**config.mk**
```make
export PLATFORM = sky130hd
export DESIGN_NAME = cbs_sequencer
export DESIGN_NICKNAME = d
export VERILOG_FILES = /design/src/pkg/cbs_pkg.sv /design/src/hw/cbs_sync.sv /design/src/hw/cbs_state_tick.sv /design/src/hw/cbs_sequencer.sv
export SDC_FILE = /design/constraint.sdc
export NUM_CORES = 1
export LEC_CHECK = 0
export BUFFER_PORTS_ARGS = -buffer_cell sky130_fd_sc_hd__buf_2
export CORE_MARGIN = 2
export CORE_UTILIZATION = 40
export CTS_CLUSTER_DIAMETER = 100
export CTS_CLUSTER_SIZE = 28
export DETAILED_ROUTE_END_ITERATION = 10
export SYNTH_ARGS = -nofsm -noshare
export SYNTH_HDL_FRONTEND = slang
export SYNTH_SLANG_ARGS = --single-unit
```
**constraint.sdc**
```tcl
create_clock -name clk_i -period 3.6 [get_ports clk_i]
set_input_delay 0.72 -clock clk_i [delete_from_list [all_inputs] [get_ports clk_i]]
set_output_delay 0.72 -clock clk_i [all_outputs]
set_load 0.005 [all_outputs]
```
**src/pkg/cbs_pkg.sv**
```systemverilog
// constants and types shared by the bus and state sequencer
package cbs_pkg;
  // the core clock stands in for the crystal
  localparam int CLK_PERIOD_NS = 4;
  localparam int STATE_CRYSTAL_PERIODS = 2;
  localparam int STATE_NS = STATE_CRYSTAL_PERIODS * CLK_PERIOD_NS;
  localparam int STATE_CYCLES = STATE_NS / CLK_PERIOD_NS;
  localparam int WAIT_STEP_NS = CLK_PERIOD_NS;
  localparam int WAIT_STEP_CYCLES = WAIT_STEP_NS / CLK_PERIOD_NS;
  localparam int WORD_W = 12;
  localparam int REQ_LINES = 4;
  localparam int SENSE_W = 4;
  localparam int SENSE_SKIP = 0;
  localparam int SENSE_C0 = 1;
  localparam int SENSE_C1 = 2;
  localparam int SENSE_C2 = 3;
  localparam logic [11:0] WORD_RESET = 12'h000;
  localparam logic [2:0] STATE_CODE_IDLE = 3'h0;

  typedef enum logic [2:0] {
    KIND_FETCH,
    KIND_MEM_READ,
    KIND_MEM_WRITE,
    KIND_IO,
    KIND_PANEL_READ,
    KIND_PANEL_WRITE,
    KIND_SWITCH_READ
  } cbs_kind_t;

  typedef enum logic [2:0] {
    ST_IDLE,
    ST_T1,
    ST_T2,
    ST_T3,
    ST_T4,
    ST_T5
  } cbs_state_t;
endpackage : cbs_pkg

```
**src/hw/cbs_sync.sv**
```systemverilog
// two-flop synchroniser for pin inputs
`timescale 1ns/10ps
module cbs_sync #(
  parameter int WIDTH = 1
) (
  input wire logic clk_i,
  input wire logic rst_i,
  input wire logic [WIDTH-1:0] d_i,
  output logic [WIDTH-1:0] q_o
);
  logic [WIDTH-1:0] meta_q;
  logic [WIDTH-1:0] sync_q;

  always_ff @(posedge clk_i) begin
    if (rst_i) begin
      meta_q <= '0;
      sync_q <= '0;
    end else begin
      meta_q <= d_i;
      sync_q <= meta_q;
    end
  end

  assign q_o = sync_q;
endmodule : cbs_sync

```
**src/hw/cbs_state_tick.sv**
```systemverilog
// divider that marks the last crystal period of a major state
`timescale 1ns/10ps
module cbs_state_tick #(
  parameter int PERIODS = cbs_pkg::STATE_CYCLES
) (
  input wire logic clk_i,
  input wire logic rst_i,
  input wire logic restart_i,
  output logic tick_o
);
  localparam int CW = (PERIODS > 1) ? $clog2(PERIODS) : 1;
  localparam logic [CW-1:0] LAST = CW'(PERIODS - 1);

  logic [CW-1:0] cnt_q;
  logic [CW-1:0] cnt_d;

  // refused at elaboration: a state needs at least one crystal period
  if (PERIODS < 1) begin : g_bad_periods
    $error("cbs_state_tick: PERIODS must be at least 1");
  end

  always_comb begin
    if (restart_i || cnt_q == LAST) begin
      cnt_d = '0;
    end else begin
      cnt_d = cnt_q + CW'(1);
    end
  end

  always_ff @(posedge clk_i) begin
    if (rst_i) begin
      cnt_q <= '0;
    end else begin
      cnt_q <= cnt_d;
    end
  end

  assign tick_o = (cnt_q == LAST) && !restart_i;
endmodule : cbs_state_tick

```
**src/hw/cbs_sequencer.sv**
```systemverilog
// external bus and major state sequencer of a 12-bit processor
// Overview of operation
// - each major state lasts two crystal (clock) periods
// - memory cycles drive the address in T1 with the latch strobe
// - I/O cycles drive the instruction word in T1 for the outside latch
// - request lines are priority sampled in T1 only before a fetch
// - the current major state is shown on output lines
// - input data is read in T2; wait held active keeps T2
// - wait stretches T2 in whole crystal periods
// - memory select for memory cycles, peripheral select for I/O cycles
// - I/O cycles sample skip and three control lines and steer the cycle
// - panel memory and switch bank selects go low for their transfers
// - T3, T4 and T5 make no external transfer
// - write data stays on the bus in T2 while wait is held
`timescale 1ns/10ps
module cbs_sequencer #(
  parameter int WIDTH = cbs_pkg::WORD_W,
  parameter int LINES = cbs_pkg::REQ_LINES
) (
  input wire logic clk_i,
  input wire logic rst_i,
  // request from the core
  input wire logic req_valid_i,
  input wire cbs_pkg::cbs_kind_t req_kind_i,
  input wire logic [WIDTH-1:0] req_addr_i,
  input wire logic [WIDTH-1:0] req_wdata_i,
  input wire logic req_next_fetch_i,
  output logic req_ready_o,
  output logic rsp_valid_o,
  output logic [WIDTH-1:0] rsp_rdata_o,
  output logic [cbs_pkg::SENSE_W-1:0] io_sense_o,
  output logic [LINES-1:0] prio_grant_o,
  output logic cycle_done_o,
  output logic [2:0] major_state_o,
  // pins
  input wire logic [WIDTH-1:0] muxed_bus_i,
  output logic [WIDTH-1:0] muxed_bus_o,
  output logic muxed_bus_oe_o,
  output logic address_latch_strobe_o,
  output logic read_strobe_o,
  output logic write_strobe_o,
  output logic memory_select_o,
  output logic peripheral_select_o,
  output logic panel_memory_select_n_o,
  output logic switch_bank_select_n_o,
  input wire logic wait_i,
  input wire logic skip_request_i,
  input wire logic io_control_0_i,
  input wire logic io_control_1_i,
  input wire logic io_control_2_i,
  input wire logic [LINES-1:0] ext_request_i
);
  // refused at elaboration: the bus word is fixed by the package constants
  if (WIDTH != cbs_pkg::WORD_W || LINES < 1) begin : g_bad_params
    $error("cbs_sequencer: unsupported WIDTH or LINES");
  end

  function automatic logic [LINES-1:0] pick_first(input logic [LINES-1:0] lines);
    logic [LINES-1:0] grant;
    grant = '0;
    for (int i = LINES - 1; i >= 0; i--) begin
      if (lines[i]) begin
        grant = '0;
        grant[i] = 1'b1;
      end
    end
    return grant;
  endfunction : pick_first

  function automatic logic is_mem(input cbs_pkg::cbs_kind_t k);
    return k == cbs_pkg::KIND_FETCH || k == cbs_pkg::KIND_MEM_READ ||
           k == cbs_pkg::KIND_MEM_WRITE;
  endfunction : is_mem

  // pin inputs pass two flops; bus data latency is hidden inside T2
  logic [WIDTH-1:0] bus_s;
  logic wait_s;
  logic [cbs_pkg::SENSE_W-1:0] sense_s;
  logic [LINES-1:0] ext_s;
  logic tick;
  logic restart;

  cbs_sync #(.WIDTH(WIDTH + 1 + cbs_pkg::SENSE_W + LINES)) u_sync (
    .clk_i(clk_i),
    .rst_i(rst_i),
    .d_i({muxed_bus_i, wait_i, io_control_2_i, io_control_1_i, io_control_0_i,
          skip_request_i, ext_request_i}),
    .q_o({bus_s, wait_s, sense_s, ext_s})
  );

  cbs_state_tick #(.PERIODS(cbs_pkg::STATE_CYCLES)) u_tick (
    .clk_i(clk_i),
    .rst_i(rst_i),
    .restart_i(restart),
    .tick_o(tick)
  );

  cbs_pkg::cbs_state_t st_q, st_d;
  cbs_pkg::cbs_kind_t kind_q, kind_d;
  logic [WIDTH-1:0] addr_q, addr_d, wdata_q, wdata_d, rdata_q, rdata_d;
  logic rd_q, rd_d, nf_q, nf_d, rsp_q, rsp_d, done_q, done_d;
  logic [cbs_pkg::SENSE_W-1:0] sense_q, sense_d;
  logic [LINES-1:0] grant_q, grant_d;
  logic take;

  assign take = (st_q == cbs_pkg::ST_IDLE) && req_valid_i;
  // waiting keeps the divider at zero so release lands on a crystal edge
  assign restart = take || (st_q == cbs_pkg::ST_T2 && wait_s);

  always_comb begin
    st_d = st_q;
    kind_d = kind_q;
    addr_d = addr_q;
    wdata_d = wdata_q;
    rdata_d = rdata_q;
    rd_d = rd_q;
    nf_d = nf_q;
    sense_d = sense_q;
    grant_d = grant_q;
    rsp_d = 1'b0;
    done_d = 1'b0;
    unique case (st_q)
      cbs_pkg::ST_IDLE: begin
        if (take) begin
          st_d = cbs_pkg::ST_T1;
          kind_d = req_kind_i;
          addr_d = req_addr_i;
          wdata_d = req_wdata_i;
          nf_d = req_next_fetch_i;
          rd_d = req_kind_i == cbs_pkg::KIND_FETCH || req_kind_i == cbs_pkg::KIND_MEM_READ ||
                 req_kind_i == cbs_pkg::KIND_PANEL_READ ||
                 req_kind_i == cbs_pkg::KIND_SWITCH_READ;
        end
      end
      cbs_pkg::ST_T1: begin
        if (tick) begin
          st_d = cbs_pkg::ST_T2;
          if (nf_q) begin
            grant_d = pick_first(ext_s);
          end
          if (kind_q == cbs_pkg::KIND_IO) begin
            sense_d = sense_s;
            // control line 0 turns the I/O transfer into an input
            rd_d = sense_s[cbs_pkg::SENSE_C0];
          end
        end
      end
      cbs_pkg::ST_T2: begin
        if (tick) begin
          st_d = cbs_pkg::ST_T3;
          rsp_d = 1'b1;
          if (rd_q) begin
            rdata_d = bus_s;
          end
        end
      end
      cbs_pkg::ST_T3: begin
        if (tick) begin
          st_d = cbs_pkg::ST_T4;
        end
      end
      cbs_pkg::ST_T4: begin
        if (tick) begin
          st_d = cbs_pkg::ST_T5;
        end
      end
      cbs_pkg::ST_T5: begin
        if (tick) begin
          st_d = cbs_pkg::ST_IDLE;
          done_d = 1'b1;
        end
      end
    endcase
  end

  // pin outputs are computed from the next state so they register with it
  logic [WIDTH-1:0] bus_d;
  logic oe_d, als_d, rds_d, wrs_d, msel_d, psel_d, panel_memory_select_n_d, switch_bank_select_n_d;
  logic [WIDTH-1:0] bus_q;
  logic oe_q, als_q, rds_q, wrs_q, msel_q, psel_q, panel_memory_select_n_q, switch_bank_select_n_q;
  logic t12;

  always_comb begin
    t12 = st_d == cbs_pkg::ST_T1 || st_d == cbs_pkg::ST_T2;
    bus_d = cbs_pkg::WORD_RESET;
    oe_d = 1'b0;
    als_d = 1'b0;
    rds_d = 1'b0;
    wrs_d = 1'b0;
    if (st_d == cbs_pkg::ST_T1) begin
      bus_d = addr_d;
      oe_d = 1'b1;
      als_d = 1'b1;
    end else if (st_d == cbs_pkg::ST_T2) begin
      rds_d = rd_d;
      wrs_d = !rd_d;
      oe_d = !rd_d;
      bus_d = rd_d ? cbs_pkg::WORD_RESET : wdata_d;
    end
    msel_d = t12 && is_mem(kind_d);
    psel_d = t12 && kind_d == cbs_pkg::KIND_IO;
    panel_memory_select_n_d = !(t12 && (kind_d == cbs_pkg::KIND_PANEL_READ ||
                          kind_d == cbs_pkg::KIND_PANEL_WRITE));
    switch_bank_select_n_d = !(t12 && kind_d == cbs_pkg::KIND_SWITCH_READ);
  end

  always_ff @(posedge clk_i) begin
    if (rst_i) begin
      st_q <= cbs_pkg::ST_IDLE;
      kind_q <= cbs_pkg::KIND_FETCH;
      addr_q <= cbs_pkg::WORD_RESET;
      wdata_q <= cbs_pkg::WORD_RESET;
      rdata_q <= cbs_pkg::WORD_RESET;
      rd_q <= 1'b0;
      nf_q <= 1'b0;
      sense_q <= '0;
      grant_q <= '0;
      rsp_q <= 1'b0;
      done_q <= 1'b0;
      bus_q <= cbs_pkg::WORD_RESET;
      oe_q <= 1'b0;
      als_q <= 1'b0;
      rds_q <= 1'b0;
      wrs_q <= 1'b0;
      msel_q <= 1'b0;
      psel_q <= 1'b0;
      panel_memory_select_n_q <= 1'b1;
      switch_bank_select_n_q <= 1'b1;
    end else begin
      st_q <= st_d;
      kind_q <= kind_d;
      addr_q <= addr_d;
      wdata_q <= wdata_d;
      rdata_q <= rdata_d;
      rd_q <= rd_d;
      nf_q <= nf_d;
      sense_q <= sense_d;
      grant_q <= grant_d;
      rsp_q <= rsp_d;
      done_q <= done_d;
      bus_q <= bus_d;
      oe_q <= oe_d;
      als_q <= als_d;
      rds_q <= rds_d;
      wrs_q <= wrs_d;
      msel_q <= msel_d;
      psel_q <= psel_d;
      panel_memory_select_n_q <= panel_memory_select_n_d;
      switch_bank_select_n_q <= switch_bank_select_n_d;
    end
  end

  assign req_ready_o = st_q == cbs_pkg::ST_IDLE;
  assign rsp_valid_o = rsp_q;
  assign rsp_rdata_o = rdata_q;
  assign io_sense_o = sense_q;
  assign prio_grant_o = grant_q;
  assign cycle_done_o = done_q;
  assign major_state_o = st_q;
  assign muxed_bus_o = bus_q;
  assign muxed_bus_oe_o = oe_q;
  assign address_latch_strobe_o = als_q;
  assign read_strobe_o = rds_q;
  assign write_strobe_o = wrs_q;
  assign memory_select_o = msel_q;
  assign peripheral_select_o = psel_q;
  assign panel_memory_select_n_o = panel_memory_select_n_q;
  assign switch_bank_select_n_o = switch_bank_select_n_q;
endmodule : cbs_sequencer

```
Yosys cells after proc, flatten, opt, wreduce, memory -nomap -nowiden
Index checks and enable logic that the tools add are counted.
{ "classes": {"n_reduce_logical": 32, "eq_ne": 17, "bitwise": 3, "muxes": 28, "addsub": 1} }
{ "op_table": {"columns": ["cell", "n"], "rows": [
  ["12-bit 2-to-1 mux", 7],
  ["3-bit 2-to-1 mux", 8],
  ["3-bit == test, second input constant", 7],
  ["3-bit by 2-bit == test with 1-bit output, second input constant", 6],
  ["3-bit case mux with 6 select lines", 1],
  ["4-bit 2-to-1 mux", 4],
  ["3-bit by 1-bit == test with 1-bit output, second input constant", 4],
  ["3-bit logical NOT", 3],
  ["1-bit logical OR", 9],
  ["3-bit AND reduction", 3],
  ["2-bit OR reduction", 4],
  ["1-bit logical AND", 7],
  ["1-bit 2-to-1 mux", 7],
  ["1-bit logical NOT", 4],
  ["1-bit inverter", 3],
  ["3-bit OR reduction", 1],
  ["1-bit case mux with 2 select lines", 1],
  ["2-bit AND reduction", 1],
  ["1-bit adder, second input constant", 1]
]} }
{ "word_totals": {"regBits": 117, "word_cells": 104} }

Depth between registers and ports, before layout
Gate-level depths: netlist of run 1.
{ "depth": {"depth_word": 11, "depth_mapped": 8, "mapped_depth_nobuf": 6} }

Hierarchy
Synthesis of run 1 repeated with hierarchy kept, for this count alone.
{ "unflattened": {"hier_cells": 410, "hier_area_um2": 4219.0} }
{ "modules_own_cells": {"columns": ["mod", "cells_each", "n_inst", "area_per_inst_um2"], "rows": [
  ["cbs_sequencer", 319, 1, 3059.2],
  ["cbs_sync", 88, 1, 1123.6],
  ["cbs_state_tick", 3, 1, 36.3]
]} }

Worst setup path after synthesis of run 1
No wires, ideal clock.
{ "synth_timing": {"kind": "register to register", "from": "register st_q[1], in the netlist major_state_o[1]", "to": "register switch_bank_select_n_q, in the netlist switch_bank_select_n_o", "t_arrival_ps": 2263, "path_stages_with_launch": 8, "period_less_slack_ps": 2397, "path_slack_ps": 1203, "n_path_buf": 1, "cell_sequence": "dfxtp_1 > buf_2 > inv_1 > ha_1 > or3b_1 > a21o_1 > a21boi_4 > or4_1"} }
{ "synth_via": {"elab_chain_len": 11, "word_cells_on_any_way": 26, "cone_classes": "eq/ne (8); mux (9); reduce/logical (9)"} }
{ "synth_lines": {"columns": ["item", "line_no", "source"], "rows": [
  ["from (decl)", "cbs_sequencer.sv:98", "cbs_pkg::cbs_state_t st_q, st_d;"],
  ["from (signal assigned)", "cbs_sequencer.sv:209", "st_q <= cbs_pkg::ST_IDLE;"],
  ["from (signal assigned)", "cbs_sequencer.sv:230", "st_q <= st_d;"],
  ["3-bit by 2-bit == test with 1-bit output or 3-bit logical NOT (tied branches)", "cbs_sequencer.sv:108, cbs_sequencer.sv:122, cbs_sequencer.sv:106", null],
  ["1-bit logical AND, on equally long branches", "cbs_sequencer.sv:108, cbs_sequencer.sv:106", null],
  ["1-bit logical OR", "cbs_sequencer.sv:108", "assign restart = take || (st_q == cbs_pkg::ST_T2 && wait_s);"],
  ["1-bit logical NOT", "cbs_state_tick.sv:38", "assign tick_o = (cnt_q == LAST) && !restart_i;"],
  ["1-bit logical AND", "cbs_state_tick.sv:38", null],
  ["3-bit 2-to-1 mux, on equally long branches", null, null],
  ["3-bit case mux with 6 select lines", "cbs_sequencer.sv:122", "unique case (st_q)"],
  ["3-bit by 1-bit == test with 1-bit output or 3-bit by 2-bit == test with 1-bit output (tied branches)", "cbs_sequencer.sv:184", "t12 = st_d == cbs_pkg::ST_T1 || st_d == cbs_pkg::ST_T2;"],
  ["1-bit logical OR", "cbs_sequencer.sv:184", null],
  ["1-bit logical AND (*)", "cbs_sequencer.sv:204", "switch_bank_select_n_d = !(t12 && kind_d == cbs_pkg::KIND_SWITCH_READ);"],
  ["1-bit logical NOT (*)", "cbs_sequencer.sv:204", null],
  ["to (signal assigned)", "cbs_sequencer.sv:249", "switch_bank_select_n_q <= switch_bank_select_n_d;"],
  ["to (decl)", "cbs_sequencer.sv:180", "logic oe_q, als_q, rds_q, wrs_q, msel_q, psel_q, panel_memory_select_n_q, switch_bank_select_n_q;"]
]} }
Mark *: on every way between the ends. The rest lies on a longest branch, timed or not.
A chain may end at the register's enable or synchronous reset.

Final worst setup path of run 1
Ends and elaborated chain as after synthesis.

==> results of run 1 <==
worst max-delay path, stage by stage, from the launching register on:
cell and delay (ps):
sky130_fd_sc_hd__dfxtp_1 660, sky130_fd_sc_hd__inv_1 230, sky130_fd_sc_hd__ha_1 410, sky130_fd_sc_hd__or3b_1 380
sky130_fd_sc_hd__a21o_1 350, sky130_fd_sc_hd__a21boi_4 220, sky130_fd_sc_hd__or4_1 460
cells in the mapped netlist, types with 2 or more instances:
cell type / n / area [µm²]
sky130_fd_sc_hd__and2_1: 3 / 18.8
sky130_fd_sc_hd__nand4_1: 2 / 12.5
sky130_fd_sc_hd__nand3_1: 4 / 20.0
sky130_fd_sc_hd__nor2_1: 49 / 184
sky130_fd_sc_hd__a21oi_1: 8 / 40.0
sky130_fd_sc_hd__or4_1: 2 / 15.0
sky130_fd_sc_hd__and4bb_2: 2 / 25.0
sky130_fd_sc_hd__buf_6: 3 / 33.8
sky130_fd_sc_hd__buf_4: 2 / 15.0
sky130_fd_sc_hd__o22ai_1: 2 / 12.5
sky130_fd_sc_hd__buf_2: 4 / 20.0
sky130_fd_sc_hd__nor2b_1: 42 / 263
sky130_fd_sc_hd__and3b_1: 2 / 17.5
sky130_fd_sc_hd__nor4b_1: 2 / 17.5
sky130_fd_sc_hd__mux2i_1: 45 / 450
sky130_fd_sc_hd__nand2b_1: 4 / 25.0
sky130_fd_sc_hd__nand2_1: 11 / 41.3
sky130_fd_sc_hd__nor3_1: 3 / 15.0
sky130_fd_sc_hd__inv_1: 5 / 18.8
sky130_fd_sc_hd__o31ai_1: 12 / 90.1
sky130_fd_sc_hd__o21ai_0: 5 / 25.0
sky130_fd_sc_hd__clkbuf_1: 14 / 52.6
sky130_fd_sc_hd__or3_1: 12 / 75.1
sky130_fd_sc_hd__dfxtp_1: 117 / 2340
cell families (layout without fill, tap and decap cells):
logic type      after synthesis  count (layout)  share of synthesized area
mux                          45              45                      0.110
flops                       117             117                      0.574
fa+ha+maj                     1               1                    0.00307
buf+inv                      29             137                     0.0380
xor+xnor                      1               1                    0.00215
compound gates               36              36                     0.0674
simple gates                149             149                      0.205
registers in the layout, indices dropped and copies added, names as in the netlist, 3 cells and up:
register / cells
addr_q: 12
io_sense_o: 4
kind_q: 3
major_state_o: 3
muxed_bus_o: 12
prio_grant_o: 4
rsp_rdata_o: 12
u_sync.meta_q: 21
u_sync.q_o: 21
wdata_q: 12
where the power goes:
group	switching (mW)	total (mW)	internal [mW]
combinational	0.418	0.753	0.335
clock	0.572	1.72	1.15
sequential	0.105	1.55	1.45
final cells by class:
type | count | area share
flip-flops and latches | 117 | 0.447
multi-input cells | 232 | 0.302
repair buffers | 100 | 0.0975
clock buffers | 21 | 0.0839
clock inverters | 11 | 0.0337
well taps | 133 | 0.0318
inverters | 5 | 0.00358
metrics by stage:
stage | util | setup slack (ps) | total power [mW] | cell area [µm²]
floorplan | - | 1200 | 2.16 | 4080
global placement | 0.471 | 885 | 2.32 | 4620
detailed placement | 0.471 | 813 | 2.34 | 4620
CTS | 0.533 | 792 | 4.06 | 5240
global route | 0.533 | 602 | 4.23 | 5240
finish | 0.533 | 774 | 4.02 | 5240
layer usage:
| layer | global-route usage | share of wire | vias up | routed length (µm) |
|---|---|---|---|---|
| met4 | 0.0762 | 0.013 | 0 | 104 |
| met5 | 0 | 0 | - | 0 |
| li1 | - | - | 1478 | - |
| met1 | 0.187 | 0.47 | 1330 | 3760 |
| met2 | 0.233 | 0.46 | 83 | 3640 |
| met3 | 0.0499 | 0.053 | 10 | 419 |
path summary, 6_finish.rpt:
| path | startpoint | to | slack (ps) | depth (start not counted) |
|---|---|---|---|---|
| worst min register to register | u_sync.meta_q[4]$_SDFF_PP0_ | u_sync.q_o[4]$_SDFF_PP0_ | 430 | 1 |
| worst min-delay path | muxed_bus_i[8] | u_sync.meta_q[17]$_SDFF_PP0_ | 420 | 2 |
| worst max register to register | major_state_o[1]$_SDFF_PP0_ | switch_bank_select_n_o$_SDFF_PP1_ | 770 | 6 |
| worst max-delay path | major_state_o[1]$_SDFF_PP0_ | switch_bank_select_n_o$_SDFF_PP1_ | 770 | 6 |
==> impl_metrics.json, run 1 <==
{
  "drt_pre_antenna_iters": 4,
  "critical_path.startpoint_type": "register",
  "antenna_found_initial": 0,
  "critical_path_class": "register to register",
  "global_route.overflow_total": 0,
  "io_buffers": 97,
  "timing_worst_slew_pin_value_ps": 641,
  "die_y_um": 105,
  "cts_setup_buffers": 0,
  "syn-num-nets": 431,
  "clkLatencyLatePin_ps": 510,
  "wl_per_cell_um": 12.8,
  "via_per_inst": 4.69,
  "design.die.area_um2": 11000,
  "period_minus_slack_ps": 2830,
  "syn_area_per_cell_um2": 10.8,
  "start_util": 0.416,
  "layout_cells_sized_above_1": 0.284,
  "run_status": "completed",
  "cts_resized": 0,
  "number_of_global_route_vias_before_repair": 2724,
  "max-vdd-ir-drop_v": 0.000332,
  "grt_use_total": 0.151,
  "area_of_the_multi_input_gates_um2": 1580,
  "fin_hold_ws_ps": 419,
  "min_period_over_period": 0.785,
  "hold_wc_path_type": "primary input to register",
  "crit_path_max_fanout": 15,
  "synthDistinctLibCells": 47,
  "clock_tree.htree_level_count": 4,
  "wirelength_um": 7920,
  "drt_drc_violations_left": 0,
  "worst_ep_required_time_ps": 3980,
  "nets": 526,
  "num_vias": 2901,
  "max-cap-violations": 0,
  "timing.final.hold_violations": 0,
  "cts_buffer_depth": 2,
  "cp_data_arrival_time_ps": 3210,
  "synth_seq_area_share": 0.574,
  "finalMaxSlewViolations": 0,
  "pin_count": 98,
  "initialDrtViolationCount": 176,
  "dp_hpwl_um": 5100,
  "final_cells": 619,
  "fin_worst_skew_ps": 14.2,
  "grt_pass1_wl_um": 13000,
  "nFillCells": 917,
  "antenna_left": 0,
  "cts_tree": "done",
  "total_number_of_yosys_warnings": 0,
  "most-common-layout-cells": "117 x sky130_fd_sc_hd__dfxtp_1, 96 x sky130_fd_sc_hd__buf_2, 49 x sky130_fd_sc_hd__nor2_1",
  "dpl.cell_count": 587,
  "placementRows": 36,
  "power_density_cells_nw_per_um2": 768,
  "die_w_um": 105,
  "setup-tns-final_ps": 0,
  "pin_count_of_the_biggest_net_entering_global_routing": 67,
  "syn_inst": 378,
  "clkTransAtPathRegs_ps": 60,
  "final_common_cell": "sky130_fd_sc_hd__dfxtp_1",
  "flip_flop_and_latch_area_um2": 2340,
  "placer_congestion_estimate": 0.734,
  "post_cts_hold_buffer_count": 0,
  "worstSetupEndpointType": "register",
  "dominantRegCellSynth": "sky130_fd_sc_hd__dfxtp_1",
  "netlist_area_um2": 4080,
  "tritoncts_num_sinks": 117,
  "n_antenna_cell": 0,
  "slew_headroom": 0.573,
  "cts_root_buffer": "sky130_fd_sc_hd__clkbuf_8",
  "area_growth_pct": 28.3,
  "cts_buffers": 17,
  "fmax_mhz": 354,
  "synth_enable_flop_cells": 0,
  "leakage_power_of_the_design_nw": 2.36,
  "synth-seq-cells": 117,
  "ys_async_sr_fraction": 0,
  "coreArea_um2": 9820,
  "grt_setup_unrepaired": "false",
  "setup-violations-final": 0
}
Note: power is estimated with default switching activity, not from simulation.
==> run 2, diff against run 1 <==
==> constraint.sdc (replaced) <==
create_clock -name clk_i -period 2.3 [get_ports clk_i]
set_input_delay 0.46 -clock clk_i [delete_from_list [all_inputs] [get_ports clk_i]]
set_output_delay 0.46 -clock clk_i [all_outputs]
set_load 0.005 [all_outputs]
==> run 2 against run 1 <==
Compared with the run above:
- register-to-register slack got worse by 590 ps
- cell area rose by 0.93%
- setup slack lost 590 ps
- core utilization grew 0.50 points
==> impl_metrics.json, run 2 (synthesized netlist as in run 1, its figures left out) <==
{
  "run_status": "completed",
  "timing.final.hold_violations": 0,
  "clock_tree.htree_level_count": 4,
  "drt_drc_violations_left": 0,
  "timing_worst_slew_pin_value_ps": 603,
  "critical_path.cell_chain": "inv_1 > ha_1 > or3b_1 > a21o_1 > a21boi_4 > or4_1",
  "antenna_left": 0,
  "antenna_found_initial": 0,
  "power_report.internal_total_mw": 4.51,
  "die_w_um": 105,
  "use_met1": 0.185,
  "area_growth_pct": 29.5,
  "initialDrtViolationCount": 84,
  "n_antenna_cell": 0,
  "max-vdd-ir-drop_v": 0.000525,
  "cts_setup_buffers": 0,
  "wirelength_um": 8150,
  "hold_wc_path_type": "primary input to register",
  "power_density_cells_nw_per_um2": 1180,
  "crit_path_top_delay_cell": "sky130_fd_sc_hd__or4_1",
  "tritoncts_num_sinks": 117,
  "placementRows": 36,
  "fin_worst_skew_ps": 8.29,
  "timing.reg2reg.setup_slack_ps": 190,
  "clkLatencyLatePin_ps": 500,
  "dp_hpwl_um": 5410,
  "worstSetupEndpointType": "register",
  "number_of_global_route_vias_before_repair": 2883,
  "critical_path.startpoint_type": "register",
  "grt.met3_usage": 0.0505,
  "worstRegToRegCells": 6,
  "num_vias": 2955,
  "pin_count_of_the_biggest_net_entering_global_routing": 46,
  "post-route-util": 0.538,
  "cts_resized": 0,
  "coreArea_um2": 9820,
  "drt_pre_antenna_iters": 4,
  "layout_cells_sized_above_1": 0.301,
  "global_route.overflow_total": 0,
  "finalMaxSlewViolations": 0,
  "critical_path.startpoint": "major_state_o[1]$_SDFF_PP0_",
  "die_y_um": 105,
  "period_minus_slack_ps": 2110,
  "cts_root_buffer": "sky130_fd_sc_hd__clkbuf_8",
  "max-cap-violations": 0,
  "cts_tree": "done",
  "combinationalPowerShare": 0.209,
  "crit_path_end": "switch_bank_select_n_o$_SDFF_PP1_",
  "fin_hold_ws_ps": 167,
  "nets": 535,
  "busiest_layer": "met2",
  "switching_share": 0.278,
  "final_critical_path_setup_slack_ps": 188,
  "io_buffers": 97,
  "seq_power_share": 0.383,
  "placer_congestion_estimate": 0.759,
  "critical_path_class": "register to register",
  "clkTransAtPathRegs_ps": 60,
  "cts_buffer_depth": 2,
  "grt_setup_unrepaired": "false",
  "wl_per_cell_um": 13.0,
  "post-place-ws_ps": 211,
  "setup-tns-final_ps": 0,
  "worst_r2r_endpoint": "switch_bank_select_n_o$_SDFF_PP1_",
  "cts_buffers": 17,
  "buffers_plus_inverters_on_the_worst_setup_path": 1,
  "cp_data_arrival_time_ps": 2480,
  "final_common_cell": "sky130_fd_sc_hd__dfxtp_1",
  "globalRouteMet2Util": 0.250,
  "pin_count": 98,
  "cpPeakStageDelay_ps": 460,
  "fmax_mhz": 474,
  "leakage_power_of_the_design_nw": 2.38,
  "via_per_inst": 4.71,
  "grt_pass1_wl_um": 13400,
  "grt_use_total": 0.153,
  "power.share.clock": 0.408,
  "start_util": 0.416,
  "cp_top_family": "simple AND/OR/NAND/NOR gates",
  "power.switching_mw": 1.74,
  "regToRegStartpoint": "major_state_o[1]$_SDFF_PP0_",
  "worst-path-stages": 6,
  "slew_headroom": 0.597,
  "most-common-layout-cells": "115 x sky130_fd_sc_hd__dfxtp_1, 96 x sky130_fd_sc_hd__buf_2, 49 x sky130_fd_sc_hd__nor2_1",
  "min_period_over_period": 0.918,
  "post_cts_hold_buffer_count": 0,
  "crit_path_max_fanout": 6,
  "design.die.area_um2": 11000,
  "worst_ep_required_time_ps": 2670,
  "setup-violations-final": 0
}
==> run 2: power by group through the flow <==
| stage | combinational, mW | clock [mW] | sequential, mW |
|---|---|---|---|
| floorplan | 0.982 | 0 | 2.40 |
| global route | 1.44 | 2.70 | 2.42 |
| detailed placement | 1.32 | 0 | 2.43 |
| CTS | 1.33 | 2.61 | 2.39 |
| global placement | 1.30 | 0 | 2.43 |
| finish | 1.31 | 2.55 | 2.39 |
==> run 2: cell type report <==
type	instances	area [µm²]
fill	903	4530
sequential	117	2340
multi-input combinational	232	1580
timing repair buffer	109	591
clock buffer	20	425
tap	133	166
clock inverter	12	156
inverter	5	18.8
==> run 2: worst min path at each step <==
| stage | startpoint | end | slack, ps | depth (start not counted) |
|---|---|---|---|---|
| floorplan | u_sync.meta_q[0]$_SDFF_PP0_ | u_sync.q_o[0]$_SDFF_PP0_ | 410 | 1 |
| global placement | u_sync.meta_q[9]$_SDFF_PP0_ | u_sync.q_o[9]$_SDFF_PP0_ | 420 | 1 |
| detailed placement | u_sync.meta_q[2]$_SDFF_PP0_ | u_sync.q_o[2]$_SDFF_PP0_ | 420 | 1 |
| CTS | io_control_1_i | u_sync.meta_q[6]$_SDFF_PP0_ | 140 | 2 |
| global route | io_control_2_i | u_sync.meta_q[7]$_SDFF_PP0_ | 140 | 2 |
| finish | muxed_bus_i[8] | u_sync.meta_q[17]$_SDFF_PP0_ | 170 | 2 |
==> run 2: metal layers <==
metal | share of wire | routed length (µm)
met2 | 0.46 | 3790
met4 | 0.0091 | 74
met5 | 0 | 0
met3 | 0.066 | 539
met1 | 0.46 | 3750
==> run 2: metrics by stage <==
stage                     instances  total power [mW]  area [µm²]
final                           628              6.25        5290
after global routing            628              6.56        5290
after CTS                       628              6.32        5290
after detailed placement        596              3.75        4700
after global placement          596              3.72        4700
after floorplan                 378              3.38        4090
==> run 2: worst register-to-register path, delay by kind of cell (launching register included) <==
kind | cells | cell delay [ps]
and+or+nand+nor | 2 | 840
adders and majority gates | 1 | 380
buffers and inverters | 1 | 90
DFF | 1 | 320
AOI/OAI and AO/OA | 2 | 340
